--- src/design/gas_cmd_pkg.sv ---
package gas_cmd_pkg;
  // ----------------------------------------
  // Clock and timing
  // ----------------------------------------
  localparam int CLK_MHZ = 125;
  localparam int STREAM_PERIOD_MS = 500;
  localparam int HOLDOFF_MS = 100;
  localparam int STREAM_CYC = STREAM_PERIOD_MS * 1000 * CLK_MHZ;
  localparam int HOLDOFF_CYC = HOLDOFF_MS * 1000 * CLK_MHZ;
  localparam int DIGITS = 5;
  // ----------------------------------------
  // Characters
  // ----------------------------------------
  localparam logic [7:0] CH_RAW = 8'h7A;
  localparam logic [7:0] CH_FILT = 8'h5A;
  localparam logic [7:0] CH_SCALE = 8'h2E;
  localparam logic [7:0] CH_TEMP = 8'h54;
  localparam logic [7:0] CH_HUM = 8'h48;
  localparam logic [7:0] CH_MASK = 8'h4D;
  localparam logic [7:0] CH_PARAM = 8'h50;
  localparam logic [7:0] CH_MODE = 8'h4B;
  localparam logic [7:0] CH_ALL = 8'h51;
  localparam logic [7:0] CH_SP = 8'h20;
  localparam logic [7:0] CH_CR = 8'h0D;
  localparam logic [7:0] CH_LF = 8'h0A;
  localparam logic [7:0] CH_0 = 8'h30;
  localparam logic [7:0] CH_9 = 8'h39;
  localparam logic [7:0] CH_NONE = 8'h00;
  // ----------------------------------------
  // Values and reset states
  // ----------------------------------------
  localparam logic [15:0] SCALE_LOW = 16'h000A;
  localparam logic [15:0] SCALE_HIGH = 16'h0064;
  localparam logic [15:0] MASK_ALL = 16'h1044;
  localparam logic [15:0] FS_HIGH_SEL = 16'h0000;
  localparam logic [15:0] FS_LOW_SEL = 16'h0001;
  localparam logic [1:0] MODE_SLEEP = 2'h0;
  localparam logic [1:0] MODE_STREAM = 2'h1;
  localparam logic [1:0] MODE_POLL = 2'h2;
  localparam logic [1:0] MODE_RESET = MODE_STREAM;
  localparam logic [7:0] FS_RESET = 8'h00;
endpackage

--- src/design/byte_stream_if.sv ---
`timescale 1ns/1ps
// Byte stream from the reply writer to the output buffer
interface byte_stream_if;
  logic [7:0] data;
  logic valid;
  logic ready;
  modport src(output data, output valid, input ready);
  modport snk(input data, input valid, output ready);
endinterface

--- src/design/tx_skid_buf.sv ---
`timescale 1ns/1ps
module tx_skid_buf
  import gas_cmd_pkg::*;
(
  input wire logic sys_clk,
  input wire logic sys_rst,
  byte_stream_if.snk in_s,
  output logic [7:0] out_data,
  output logic out_valid,
  input wire logic out_ready
);
  logic [7:0] o_data_q, o_data_d, s_data_q, s_data_d;
  logic o_vld_q, o_vld_d, s_vld_q, s_vld_d;
  logic acc, drain;

  // ----------------------------------------
  // Two entries: output stage and spare
  // ----------------------------------------
  // Ready depends only on the spare, so no path from out_ready to the writer
  assign in_s.ready = !s_vld_q;
  assign out_data = o_data_q;
  assign out_valid = o_vld_q;

  always_comb begin
    acc = in_s.valid && !s_vld_q;
    drain = !o_vld_q || out_ready;
    o_data_d = o_data_q;
    o_vld_d = o_vld_q;
    s_data_d = s_data_q;
    s_vld_d = s_vld_q;
    if (drain) begin
      if (s_vld_q) begin
        o_data_d = s_data_q;
        o_vld_d = 1'b1;
        s_vld_d = 1'b0;
      end else begin
        o_data_d = acc ? in_s.data : o_data_q;
        o_vld_d = acc;
      end
    end else if (acc) begin
      s_data_d = in_s.data;
      s_vld_d = 1'b1;
    end
  end

  always_ff @(posedge sys_clk or posedge sys_rst) begin
    if (sys_rst) begin
      o_data_q <= 8'h00;
      o_vld_q <= 1'b0;
      s_data_q <= 8'h00;
      s_vld_q <= 1'b0;
    end else begin
      o_data_q <= o_data_d;
      o_vld_q <= o_vld_d;
      s_data_q <= s_data_d;
      s_vld_q <= s_vld_d;
    end
  end

  // Stalled word stays put until taken
  a_buf_hold_word: assert property (@(posedge sys_clk) disable iff (sys_rst)
    out_valid && !out_ready |=> out_valid && $stable(out_data))
    else $error("buffer dropped a stalled word");
endmodule

--- src/design/gas_cmd_port.sv ---
`timescale 1ns/1ps
// Contract
// - Lower-case z replies with latest unfiltered CO2 in five digits.
// - Upper-case Z replies with latest filtered CO2 in scaled units.
// - Period command replies with the scaling multiplier, five digits.
// - Multiplier is 10 for up to sixty percent range, 100 otherwise.
// - Temperature code is ten times Celsius plus one thousand.
// - Humidity code is ten times percent relative humidity.
// - Without the humidity and temperature option those replies are zero.
// - Default output is filtered CO2; mask 4164 adds humidity and temperature.
// - Combined line: humidity, temperature, filtered CO2, spaces between, CR LF.
// - Analogue output on when full scale nonzero, off when both zero.
// - Mode command: 0 sleep, 1 streaming, 2 polling; streaming is default.
// - Sleep answers at once and rejects measurement commands.
// - Sleep mode is not kept over a power cycle.
// - Power-up restores the last streaming or polling mode.
// - Streaming sends twice a second; command hold-off at most 100 ms.
// - Polling measures but only sends readings when asked.
module gas_cmd_port
  import gas_cmd_pkg::*;
#(
  parameter int STREAM_CYCLES = STREAM_CYC,
  parameter int HOLDOFF_CYCLES = HOLDOFF_CYC
) (
  input wire logic sys_clk,
  input wire logic sys_rst,
  input wire logic [7:0] rx_byte,
  input wire logic rx_valid,
  output logic [7:0] tx_byte,
  output logic tx_valid,
  input wire logic tx_ready,
  input wire logic [15:0] co2_filt,
  input wire logic [15:0] co2_raw,
  input wire logic [15:0] temp_code,
  input wire logic [15:0] hum_code,
  input wire logic th_fitted,
  input wire logic range_high,
  input wire logic meas_busy,
  input wire logic [1:0] saved_mode,
  output logic [1:0] ctrl_mode,
  output logic [1:0] keep_mode,
  output logic meas_enable,
  output logic analog_en,
  output logic [15:0] analog_scale
);
  typedef enum logic [2:0] {S_IDLE, S_SEP, S_LET, S_SPC, S_DIG, S_CR, S_LF} ser_t;

  function automatic logic [15:0] pow10(input logic [2:0] i);
    unique case (i)
      3'h0: pow10 = 16'h2710;
      3'h1: pow10 = 16'h03E8;
      3'h2: pow10 = 16'h0064;
      3'h3: pow10 = 16'h000A;
      default: pow10 = 16'h0001;
    endcase
  endfunction

  function automatic logic [15:0] opt_val(input logic fitted, input logic [15:0] v);
    opt_val = fitted ? v : 16'h0000;
  endfunction

  byte_stream_if bs();

  // ----------------------------------------
  // Command receiver
  // ----------------------------------------
  logic at_start_q, at_start_d, cr_q, cr_d, dig_q, dig_d, argn_q, argn_d;
  logic [7:0] letter_q, letter_d, pcmd_q, pcmd_d;
  logic [15:0] arg_q [2];
  logic [15:0] arg_d [2];
  logic [15:0] parg_q [2];
  logic [15:0] parg_d [2];
  logic [1:0] pargn_q, pargn_d;
  logic pend_q, pend_d, take;

  // Bytes only gather until LF; nothing acts before the CR LF pair
  always_comb begin
    at_start_d = at_start_q;
    cr_d = cr_q;
    dig_d = dig_q;
    argn_d = argn_q;
    letter_d = letter_q;
    arg_d = arg_q;
    pcmd_d = pcmd_q;
    parg_d = parg_q;
    pargn_d = pargn_q;
    pend_d = pend_q && !take;
    if (rx_valid) begin
      cr_d = 1'b0;
      if (rx_byte == CH_LF) begin
        if (cr_q && !at_start_q) begin
          pend_d = 1'b1;
          pcmd_d = letter_q;
          parg_d = arg_q;
          pargn_d = 2'({1'b0, argn_q} + {1'b0, dig_q});
        end
        at_start_d = 1'b1;
        argn_d = 1'b0;
        dig_d = 1'b0;
        arg_d[0] = 16'h0000;
        arg_d[1] = 16'h0000;
      end else if (rx_byte == CH_CR) begin
        cr_d = 1'b1;
      end else if (at_start_q) begin
        letter_d = rx_byte;
        at_start_d = 1'b0;
      end else if (rx_byte == CH_SP) begin
        if (dig_q && !argn_q) begin
          argn_d = 1'b1;
          dig_d = 1'b0;
        end
      end else if (rx_byte >= CH_0 && rx_byte <= CH_9) begin
        // Extra digits wrap silently; host keeps within 16 bits
        arg_d[argn_q] = 16'(arg_q[argn_q] * 16'h000A + {8'h00, rx_byte - CH_0});
        dig_d = 1'b1;
      end
    end
  end

  always_ff @(posedge sys_clk or posedge sys_rst) begin
    if (sys_rst) begin
      at_start_q <= 1'b1;
      cr_q <= 1'b0;
      dig_q <= 1'b0;
      argn_q <= 1'b0;
      letter_q <= 8'h00;
      arg_q <= '{16'h0000, 16'h0000};
      pcmd_q <= 8'h00;
      parg_q <= '{16'h0000, 16'h0000};
      pargn_q <= 2'h0;
      pend_q <= 1'b0;
    end else begin
      at_start_q <= at_start_d;
      cr_q <= cr_d;
      dig_q <= dig_d;
      argn_q <= argn_d;
      letter_q <= letter_d;
      arg_q <= arg_d;
      pcmd_q <= pcmd_d;
      parg_q <= parg_d;
      pargn_q <= pargn_d;
      pend_q <= pend_d;
    end
  end

  // ----------------------------------------
  // Control state, pacing and reply writer
  // ----------------------------------------
  ser_t st_q, st_d;
  logic [1:0] mode_q, mode_d, keep_q, keep_d;
  logic boot_q, comb_q, comb_d, men_q, men_d, aen_q, aen_d, spend_q, spend_d;
  logic [7:0] fs_hi_q, fs_hi_d, fs_lo_q, fs_lo_d;
  logic [25:0] tick_q, tick_d;
  logic [23:0] hold_q, hold_d;
  logic [7:0] let_q [3];
  logic [7:0] let_d [3];
  logic [15:0] val_q [3];
  logic [15:0] val_d [3];
  logic [1:0] nf_q, nf_d, fi_q, fi_d;
  logic [2:0] pi_q, pi_d;
  logic [3:0] dg_q, dg_d;
  logic [15:0] rem_q, rem_d, scale_val;
  logic sleeping, is_meas, go_stream;

  assign sleeping = (mode_q == MODE_SLEEP);
  assign scale_val = range_high ? SCALE_HIGH : SCALE_LOW;
  assign is_meas = pcmd_q inside {CH_RAW, CH_FILT, CH_TEMP, CH_HUM, CH_ALL};
  // Sleep skips the hold-off; elsewhere wait for the measurement or the cap
  assign take = pend_q && (st_q == S_IDLE) &&
                (sleeping || !meas_busy || hold_q >= 24'(HOLDOFF_CYCLES - 1));
  assign go_stream = spend_q && (st_q == S_IDLE) && !take && (mode_q == MODE_STREAM);

  always_comb begin
    st_d = st_q;
    mode_d = mode_q;
    keep_d = keep_q;
    comb_d = comb_q;
    fs_hi_d = fs_hi_q;
    fs_lo_d = fs_lo_q;
    aen_d = aen_q;
    let_d = let_q;
    val_d = val_q;
    nf_d = nf_q;
    fi_d = fi_q;
    pi_d = pi_q;
    dg_d = dg_q;
    rem_d = rem_q;
    bs.data = 8'h00;
    bs.valid = 1'b0;
    // Stream pacing counter free-runs in every mode, sleep included
    tick_d = (tick_q >= 26'(STREAM_CYCLES - 1)) ? 26'h0 : 26'(tick_q + 26'h1);
    // A request left over from streaming dies, so sleep and polling stay quiet
    spend_d = ((spend_q && !go_stream) || tick_q == 26'h0) &&
              (mode_q == MODE_STREAM);
    // Hold counter saturates at the cap, so a long reply cannot push it past
    hold_d = (pend_q && !take && meas_busy) ?
             ((hold_q < 24'(HOLDOFF_CYCLES - 1)) ? 24'(hold_q + 24'h1) : hold_q) : 24'h0;
    if (boot_q) begin
      // Power-up mode from the saved copy; sleep is never saved
      mode_d = (saved_mode == MODE_POLL) ? MODE_POLL : MODE_STREAM;
      keep_d = mode_d;
    end
    unique case (st_q)
      S_IDLE: begin
        if (take && !(sleeping && is_meas)) begin
          st_d = S_LET;
          fi_d = 2'h0;
          nf_d = 2'h0;
          let_d[0] = pcmd_q;
          val_d[0] = parg_q[0];
          unique case (pcmd_q)
            CH_RAW: val_d[0] = co2_raw;
            CH_FILT: val_d[0] = co2_filt;
            CH_SCALE: val_d[0] = scale_val;
            CH_TEMP: val_d[0] = opt_val(th_fitted, temp_code);
            CH_HUM: val_d[0] = opt_val(th_fitted, hum_code);
            CH_ALL: begin
              let_d = '{CH_HUM, CH_TEMP, CH_FILT};
              val_d = '{opt_val(th_fitted, hum_code), opt_val(th_fitted, temp_code), co2_filt};
              nf_d = 2'h2;
            end
            CH_MASK: if (pargn_q != 2'h0) begin
              comb_d = (parg_q[0] == MASK_ALL);
            end
            CH_MODE: begin
              if (pargn_q != 2'h0 && parg_q[0] <= 16'h0002) begin
                mode_d = parg_q[0][1:0];
                if (parg_q[0][1:0] != MODE_SLEEP) begin
                  keep_d = parg_q[0][1:0];
                end
              end
              val_d[0] = {14'h0, mode_d};
            end
            CH_PARAM: begin
              let_d[1] = CH_NONE;
              val_d[1] = parg_q[1];
              nf_d = 2'h1;
              if (parg_q[0] == FS_HIGH_SEL) begin
                fs_hi_d = parg_q[1][7:0];
              end else if (parg_q[0] == FS_LOW_SEL) begin
                fs_lo_d = parg_q[1][7:0];
              end
              aen_d = ({fs_hi_d, fs_lo_d} != 16'h0000);
            end
            default: st_d = S_IDLE; // Unknown letters get no answer
          endcase
        end else if (go_stream) begin
          st_d = S_LET;
          fi_d = 2'h0;
          if (comb_q) begin
            let_d = '{CH_HUM, CH_TEMP, CH_FILT};
            val_d = '{opt_val(th_fitted, hum_code), opt_val(th_fitted, temp_code), co2_filt};
            nf_d = 2'h2;
          end else begin
            let_d[0] = CH_FILT;
            val_d[0] = co2_filt;
            nf_d = 2'h0;
          end
        end
      end
      S_SEP: begin
        bs.data = CH_SP;
        bs.valid = 1'b1;
        if (bs.ready) begin
          st_d = S_LET;
        end
      end
      S_LET: begin
        pi_d = 3'h0;
        dg_d = 4'h0;
        rem_d = val_q[fi_q];
        if (let_q[fi_q] == CH_NONE) begin
          st_d = S_DIG;
        end else begin
          bs.data = let_q[fi_q];
          bs.valid = 1'b1;
          if (bs.ready) begin
            st_d = S_SPC;
          end
        end
      end
      S_SPC: begin
        bs.data = CH_SP;
        bs.valid = 1'b1;
        if (bs.ready) begin
          st_d = S_DIG;
        end
      end
      S_DIG: begin
        // Digit found by repeated subtraction, at most nine steps each
        if (rem_q >= pow10(pi_q)) begin
          rem_d = 16'(rem_q - pow10(pi_q));
          dg_d = 4'(dg_q + 4'h1);
        end else begin
          bs.data = 8'(CH_0 + {4'h0, dg_q});
          bs.valid = 1'b1;
          if (bs.ready) begin
            dg_d = 4'h0;
            pi_d = 3'(pi_q + 3'h1);
            if (pi_q == 3'(DIGITS - 1)) begin
              fi_d = 2'(fi_q + 2'h1);
              st_d = (fi_q == nf_q) ? S_CR : S_SEP;
            end
          end
        end
      end
      S_CR: begin
        bs.data = CH_CR;
        bs.valid = 1'b1;
        if (bs.ready) begin
          st_d = S_LF;
        end
      end
      S_LF: begin
        bs.data = CH_LF;
        bs.valid = 1'b1;
        if (bs.ready) begin
          st_d = S_IDLE;
        end
      end
    endcase
    men_d = (mode_d != MODE_SLEEP);
  end

  always_ff @(posedge sys_clk or posedge sys_rst) begin
    if (sys_rst) begin
      st_q <= S_IDLE;
      mode_q <= MODE_RESET;
      keep_q <= MODE_RESET;
      boot_q <= 1'b1;
      comb_q <= 1'b0;
      men_q <= 1'b0;
      aen_q <= 1'b0;
      spend_q <= 1'b0;
      fs_hi_q <= FS_RESET;
      fs_lo_q <= FS_RESET;
      tick_q <= 26'h0;
      hold_q <= 24'h0;
      let_q <= '{8'h00, 8'h00, 8'h00};
      val_q <= '{16'h0000, 16'h0000, 16'h0000};
      nf_q <= 2'h0;
      fi_q <= 2'h0;
      pi_q <= 3'h0;
      dg_q <= 4'h0;
      rem_q <= 16'h0000;
    end else begin
      st_q <= st_d;
      mode_q <= mode_d;
      keep_q <= keep_d;
      boot_q <= 1'b0;
      comb_q <= comb_d;
      men_q <= men_d;
      aen_q <= aen_d;
      spend_q <= spend_d;
      fs_hi_q <= fs_hi_d;
      fs_lo_q <= fs_lo_d;
      tick_q <= tick_d;
      hold_q <= hold_d;
      let_q <= let_d;
      val_q <= val_d;
      nf_q <= nf_d;
      fi_q <= fi_d;
      pi_q <= pi_d;
      dg_q <= dg_d;
      rem_q <= rem_d;
    end
  end

  assign ctrl_mode = mode_q;
  assign keep_mode = keep_q;
  assign meas_enable = men_q;
  assign analog_en = aen_q;
  assign analog_scale = {fs_hi_q, fs_lo_q};

  tx_skid_buf u_buf (
    .sys_clk(sys_clk),
    .sys_rst(sys_rst),
    .in_s(bs.snk),
    .out_data(tx_byte),
    .out_valid(tx_valid),
    .out_ready(tx_ready)
  );

  // ----------------------------------------
  // Checks
  // ----------------------------------------
  a_scale_pick: assert property (@(posedge sys_clk) disable iff (sys_rst)
    take && pcmd_q == CH_SCALE && !range_high |=> val_q[0] == 16'h000A)
    else $error("scale reply not 10 for low range");
  a_sleep_reject: assert property (@(posedge sys_clk) disable iff (sys_rst)
    take && sleeping && is_meas |=> st_q == S_IDLE)
    else $error("measurement answered in sleep");
  a_temp_absent: assert property (@(posedge sys_clk) disable iff (sys_rst)
    take && pcmd_q == CH_TEMP && !sleeping && !th_fitted |=> val_q[0] == 16'h0000)
    else $error("temperature not zero without option");
  a_fs_zero_off: assert property (@(posedge sys_clk) disable iff (sys_rst)
    st_q == S_IDLE && take && pcmd_q == CH_PARAM ##1 analog_scale == 16'h0000 |-> !analog_en)
    else $error("analogue output on with zero scale");
  a_crlf_pair: assert property (@(posedge sys_clk) disable iff (sys_rst)
    st_q == S_CR && bs.ready |=> st_q == S_LF ##[1:300] st_q == S_IDLE)
    else $error("CR not followed by LF");
  a_digit_ascii: assert property (@(posedge sys_clk) disable iff (sys_rst)
    st_q == S_DIG && bs.valid |-> bs.data >= CH_0 && bs.data <= CH_9)
    else $error("non-digit in numeric field");
  a_boot_mode: assert property (@(posedge sys_clk) disable iff (sys_rst)
    boot_q |=> mode_q != MODE_SLEEP && keep_q == mode_q)
    else $error("power-up entered sleep");
  a_hold_bound: assert property (@(posedge sys_clk) disable iff (sys_rst)
    pend_q && st_q == S_IDLE && !sleeping |-> hold_q < 24'(HOLDOFF_CYCLES))
    else $error("command hold-off exceeded");
  a_poll_quiet: assert property (@(posedge sys_clk) disable iff (sys_rst)
    mode_q == MODE_POLL && $past(mode_q) == MODE_POLL && !spend_q |=> !$rose(spend_q))
    else $error("stream output in polling mode");
endmodule

--- config.mk ---
export PLATFORM = sky130hd
export DESIGN_NAME = gas_cmd_port
export DESIGN_NICKNAME = d
export VERILOG_FILES = /design/src/design/gas_cmd_pkg.sv /design/src/design/byte_stream_if.sv /design/src/design/tx_skid_buf.sv /design/src/design/gas_cmd_port.sv
export SDC_FILE = /design/constraint.sdc
export NUM_CORES = 1
export LEC_CHECK = 0
export BUFFER_PORTS_ARGS = -buffer_cell sky130_fd_sc_hd__buf_2
export CORE_ASPECT_RATIO = 0.7
export CORE_MARGIN = 2
export CORE_UTILIZATION = 55
export CTS_CLUSTER_DIAMETER = 120
export DETAILED_ROUTE_END_ITERATION = 8
export PLACE_DENSITY = 0.76
export SYNTH_ARGS = -nofsm -noshare
export SYNTH_HDL_FRONTEND = slang
export SYNTH_SLANG_ARGS = --single-unit
--- constraint.sdc ---
create_clock -name sys_clk -period 21.5 [get_ports sys_clk]
set_input_delay 4.3 -clock sys_clk [delete_from_list [all_inputs] [get_ports sys_clk]]
set_output_delay 4.3 -clock sys_clk [all_outputs]
set_load 0.005 [all_outputs]
======== After elaboration in Yosys (flattened, before gate mapping) ========
Cells that the tools add are included.
storage, ports and cells
  output and inout port bits .............. 31
  word-level logic and storage cells ...... 305
  memories ................................ 0
  input bits .............................. 81
  ROM bits ................................ 0
  bits in latches ......................... 0
  memory bits (writable) .................. 0
  register bits after elaboration ......... 282
cells by class
  reduce and logical (&&, ||, !) cells .... 72
  multiply operators ...................... 1
  multiplexer cells ....................... 123
  magnitude comparators ................... 10
  shifts and indexed selects .............. 0
  divide/modulo/power cells ............... 0
  add/sub/neg operators ................... 10
  bitwise logic cells ..................... 5
  equality and inequality tests ........... 45
operator list
  cell                   count
  $mux 16                15
  $mux 32                6
  $mux 8                 16
  $mux 24                4
  $mux 48                2
  $pmux 16 s6            1
  $eq 8x7->1 const B     8
  $pmux 16 s2            2
  $pmux 14 s4            1
  $mux 2                 21
  $mux 3                 14
  $pmux 8 s5             1
  $bmux 16 s2            1
  $bwmux 32              1
  $add 26x1->26 const B  1
  $ge 26x26->1 const B   1
  $logic_not 26->1       1
  $mux 26                1
  $add 24x1->24 const B  1
  $ge 24x24->1 const B   1
  $lt 24x24->1 const B   1
  $reduce_bool 2->1      12
  $mux 1                 23
  $ne 2x2->1 const B     11
  other kinds (61)       120

======== Longest topological paths before layout ========
  depth in word-level cells ............... 12
  gate-level depth with buffers ........... 15
  depth with buffers taken out ............ 14

======== Cells and area by module ========
From an unflattened synthesis, not the netlist that was laid out.
unflattened totals
  cell total of the unflattened synthesis .. 1494
  area total of the unflattened synthesis .. 15210.8 sq um
modules (own cells, without submodules)
  module        cells an instance  area an instance (sq um)  sequential area each (sq um)  times used
  gas_cmd_port  1442               14413.8                   6261.0                        1
  tx_skid_buf   52                 797.0                     450.4                         1

======== Least setup slack after synthesis ========
OpenSTA, ideal clock, no wires.
  path type ............................... input -> register
  from .................................... input rx_byte[4]
  to ...................................... register arg_q[17] (netlist name)
  path buffers ............................ 1
  stages on the path ...................... 10
  slack ................................... 15241 ps
  arrival ................................. 6138 ps
  data required time ...................... 21379 ps
  setup time .............................. 121 ps
  path through ............................ inv_1 ha_1 nor4bb_1 and4b_1 nor2b_1 nand2_1 a21oi_1 o21ai_1 clkbuf_1 a22o_1
on the way
  cells in the longest elaborated chain, start to end .. 4
  elaborated cells between the ends (all ways) .. 12
  those cells by class .................... order compare: 2; eq/ne: 6; mux: 1; reduce/logical: 3
ends and longest elaborated chain
  what                                             line                 RTL
  start: declaration                               gas_cmd_port.sv:27   input wire logic [7:0] rx_byte,
  $ge 8x6->1 / $le 8x6->1 (equally long branches)  gas_cmd_port.sv:112  end else if (rx_byte >= CH_0 && rx_byte <= CH_9) begin
  $logic_and 1x1->1                                gas_cmd_port.sv:112
  $reduce_bool 2->1 (no source line)               n/a
  $reduce_and 5->1 (no source line)                n/a
  end signal: assignment                           gas_cmd_port.sv:127  arg_q <= '{16'h0000, 16'h0000};
  end signal: assignment                           gas_cmd_port.sv:138  arg_q <= arg_d;
  end: declaration                                 gas_cmd_port.sv:69   logic [15:0] arg_q [2];
Several ways; a longest one is shown, not always the timed one.
A chain may end at the register's enable or synchronous reset.

======== Worst setup path in the final report ========
  from .................................... input rx_byte[4]
  to ...................................... register arg_q[18] (netlist name)
The elaborated chain is that of the path after synthesis.

==> summary.md <==
| Metric | Value |
|---|---|
| Outcome | `finished, final reports clean` |
| Routed len/inst | `20.7 um` |
| Psw | `0.408 mW` |
| Worst path arrival time | `6.79 ns` |
| Gate power share | `22.9%` |
| Vias per inst | `6.38` |
| FMAX | `0.157 GHz` |
| Clk pin slew, worst setup/hold paths | `0.07 ns` |
| Vias in the first global route | `12200` |
| Synth unique cells | `94` |
| # DRC | `0` |
| Clk_skew | `0.0119 ns` |
| Post-CTS Hold Buffers | `0` |
| Initial antenna violation count | `1` |
| Syn avg cell area | `10.1 sq um` |
| Bufs on Longest Clock Path | `3` |
| Switching share of total power | `30.0%` |
| Period minus WS final | `6.36 ns` |
| DIE AREA | `29400 sq um` |
| Layout cells sized above 1 | `16.9%` |
| Total grt overflow | `0` |
| Post-synth EDFFs | `0` |
| Final net count | `1758` |
| Slew Limit Fails | `0` |
| Largest net degree at the start of global routing | `116` |
| Flop pwr share | `39.6%` |
| Synth area leaders | `dfrtp_1 (43%), mux2_2 (5.5%), ha_1 (4.5%)` |
| Max-Cap Viols | `0` |
| Num CTS Buffers | `27` |
| Asr flop ratio synth | `100%` |
| Multi-input gate area | `8260 sq um` |
| Flops & latches, synth | `268` |
| Crit. End Element | `flip-flop` |
| Root buffer cell | `clkbuf_16` |
| Initial DRC Count | `1309` |
| Cell Pwr Density | `78.9 nW/um^2` |
| Die width | `204 um` |
| Register area share after synthesis | `43.5%` |
| Mapped Nets | `1674` |
| Core Footprint | `27700 sq um` |
| Worst Setup Start Kind | `primary input` |
| VDD IR-drop max | `0.0000605 V` |
| Clock power share | `37.5%` |
| Synth area leader | `dfrtp_1` |
| Clock Latency Late Sink | `0.55 ns` |
| CTS H-Tree Depth | `1` |
| Crit path required time | `21.93 ns` |
| Leakage | `8.01 nW` |
| Final ANT Viol Nets | `0` |
| Mapped Area | `15400 sq um` |
| Die height | `144 um` |
| Synthesis-to-finish area growth | `11.8%` |
| CTS tree | `built` |
| Yosys warns | `0` |
| RSZ-0062 raised after global routing | `false` |
| # IOs | `112` |
| Pint | `0.951 mW` |
| Period utilisation layout | `29.6%` |
| Detailed Route WL | `41.5 mm` |
| Setup TNS | `0 ns` |
| Hold Crit Class | `flip-flop to flip-flop` |
| CTS Sinks | `268` |
| Normalized max-slew margin | `12.9%` |
| # setup viols final | `0` |
| Post-synth top cells | `dfrtp_1 (264), nand2_1 (138), nor2_1 (117)` |
| Total track usage | `28.5%` |
| Cell with the most instances after synthesis | `dfrtp_1` |
| Crit Path Max Fanout | `16` |
| Filler cells | `2276` |
| Crit Path Class | `primary input to flip-flop` |
| Storage cell area | `6710 sq um` |
| Synthesized instance count | `1534` |
| CTS resizes | `0` |
| Top FF cell, synth | `dfrtp_1` |
| PortBufs | `111` |
| Routed vias | `12800` |
| Initial Utilization | `55.7%` |
| Routability cong. | `0.927` |
| Post-CTS setup buffer count | `0` |
| Worst Tran Pin Value | `1.30 ns` |
| Top-area cell type share of the netlist area | `42.8%` |
| Placed wire-length estimate | `29.8 mm` |
| Row count | `51` |
| Detailed Routing Iterations Pass 1 | `6` |
| First-pass GRT wire length | `66.6 mm` |
| Placement Cell Area | `16300 sq um` |
| Hold Violations, Final | `0` |
| Post-route cell area | `17200 sq um` |
-- worst max-delay path: stages --
cell	delay, ns
buf_2	0.11
inv_1	0.08
ha_1	0.19
nor4bb_1	0.16
and4b_1	0.22
nor2b_1	0.25
nand2_1	0.18
a21oi_1	0.36
o21ai_1	0.53
a22o_1	0.41
-- flip-flops by register name, indices dropped and copies added (netlist names), 2 cells and up --
register,cells
st_q,3
val_q,48
let_q,10
pargn_q,2
ctrl_mode,2
u_buf.out_data,8
letter_q,8
fs_hi_q,8
fi_q,2
arg_q,32
hold_q,24
u_buf.s_data_q,8
rem_q,16
dg_q,4
keep_mode,2
nf_q,2
pcmd_q,8
tick_q,26
pi_q,3
parg_q,32
fs_lo_q,8
-- cells in the final DEF (no fill, tap or decap), types with 20 or more instances in the layout --
master and instances:
a22o_1 31, o21ai_1 32, nand4_1 21, dfrtp_1 264
mux2_2 76, ha_1 56, a211oi_1 20, nand2_1 138
nor3_1 27, mux2i_1 46, nor2_1 117, xnor2_1 36
a22oi_1 29, a21oi_1 62, a21o_1 25, inv_1 32
xor2_1 41, nor4_1 23, buf_2 111, o21ai_0 58
nand3_1 34, mux2_1 31, clkbuf_16 27
-- per-stage QoR --
stage	util, %	hold WS, ns	total power [mW]	instances	setup slack, ns
after global routing	62.2	0.485	1.43	2009	14.91
final	62.2	0.472	1.36	2009	15.14
after global placement	58.8	0.450	0.842	1960	14.76
after CTS	62.2	0.472	1.36	2008	15.22
after floorplan	-	0.435	0.769	1534	9.82
after detailed placement	58.8	0.453	0.853	1960	14.67
-- cells by family after synthesis --
logic type	Yosys count	synth area share (%)
buf+inv	109	2.90
xor+xnor	77	4.37
compound gates	408	18.6
flops	268	43.5
simple gates	459	14.8
fa+ha+maj	59	4.93
mux	153	10.8
other cells	1	0.0243
-- worst paths after layout --
kind / from / end / slack [ns] / cells after the start
min in group asynchronous: sys_rst / hold_q[22] / 3.90 / 2
min reg2reg: u_buf.out_data[7] / u_buf.out_data[7] / 0.47 / 2
max: rx_byte[4] / arg_q[18] / 15.14 / 10
max reg2reg: argn_q / arg_q[31] / 16.99 / 13
min: u_buf.out_data[7] / u_buf.out_data[7] / 0.47 / 2
max in group asynchronous: sys_rst / parg_q[25] / 16.02 / 3
-- power groups by stage --
| stage | logic, mW | registers [mW] | clock network [mW] |
|---|---|---|---|
| floorplan | 0.229 | 0.540 | 0 |
| global placement | 0.295 | 0.546 | 0 |
| detailed placement | 0.306 | 0.547 | 0 |
| CTS | 0.309 | 0.538 | 0.517 |
| global route | 0.346 | 0.541 | 0.540 |
| finish | 0.311 | 0.538 | 0.510 |
-- final cells by class --
cell class | instances | area share (%)
clock inverters | 17 | 1.34
clock buffers | 31 | 4.24
well taps | 371 | 2.69
diodes | 1 | 0.0145
multi-input cells | 1157 | 47.9
flip-flops and latches | 268 | 38.9
repair buffers | 130 | 4.05
inverters | 34 | 0.784
-- layer usage --
metal / part of all wire, % / vias to the layer above / GRT usage, %
met2: 44 / 512 / 42.8
met5: 0 / - / 0
li1: - / 5889 / -
met4: 3.1 / 0 / 8.09
met3: 7.3 / 88 / 5.30
met1: 46 / 6324 / 42.1
Power figures use the tool's default switching activity.
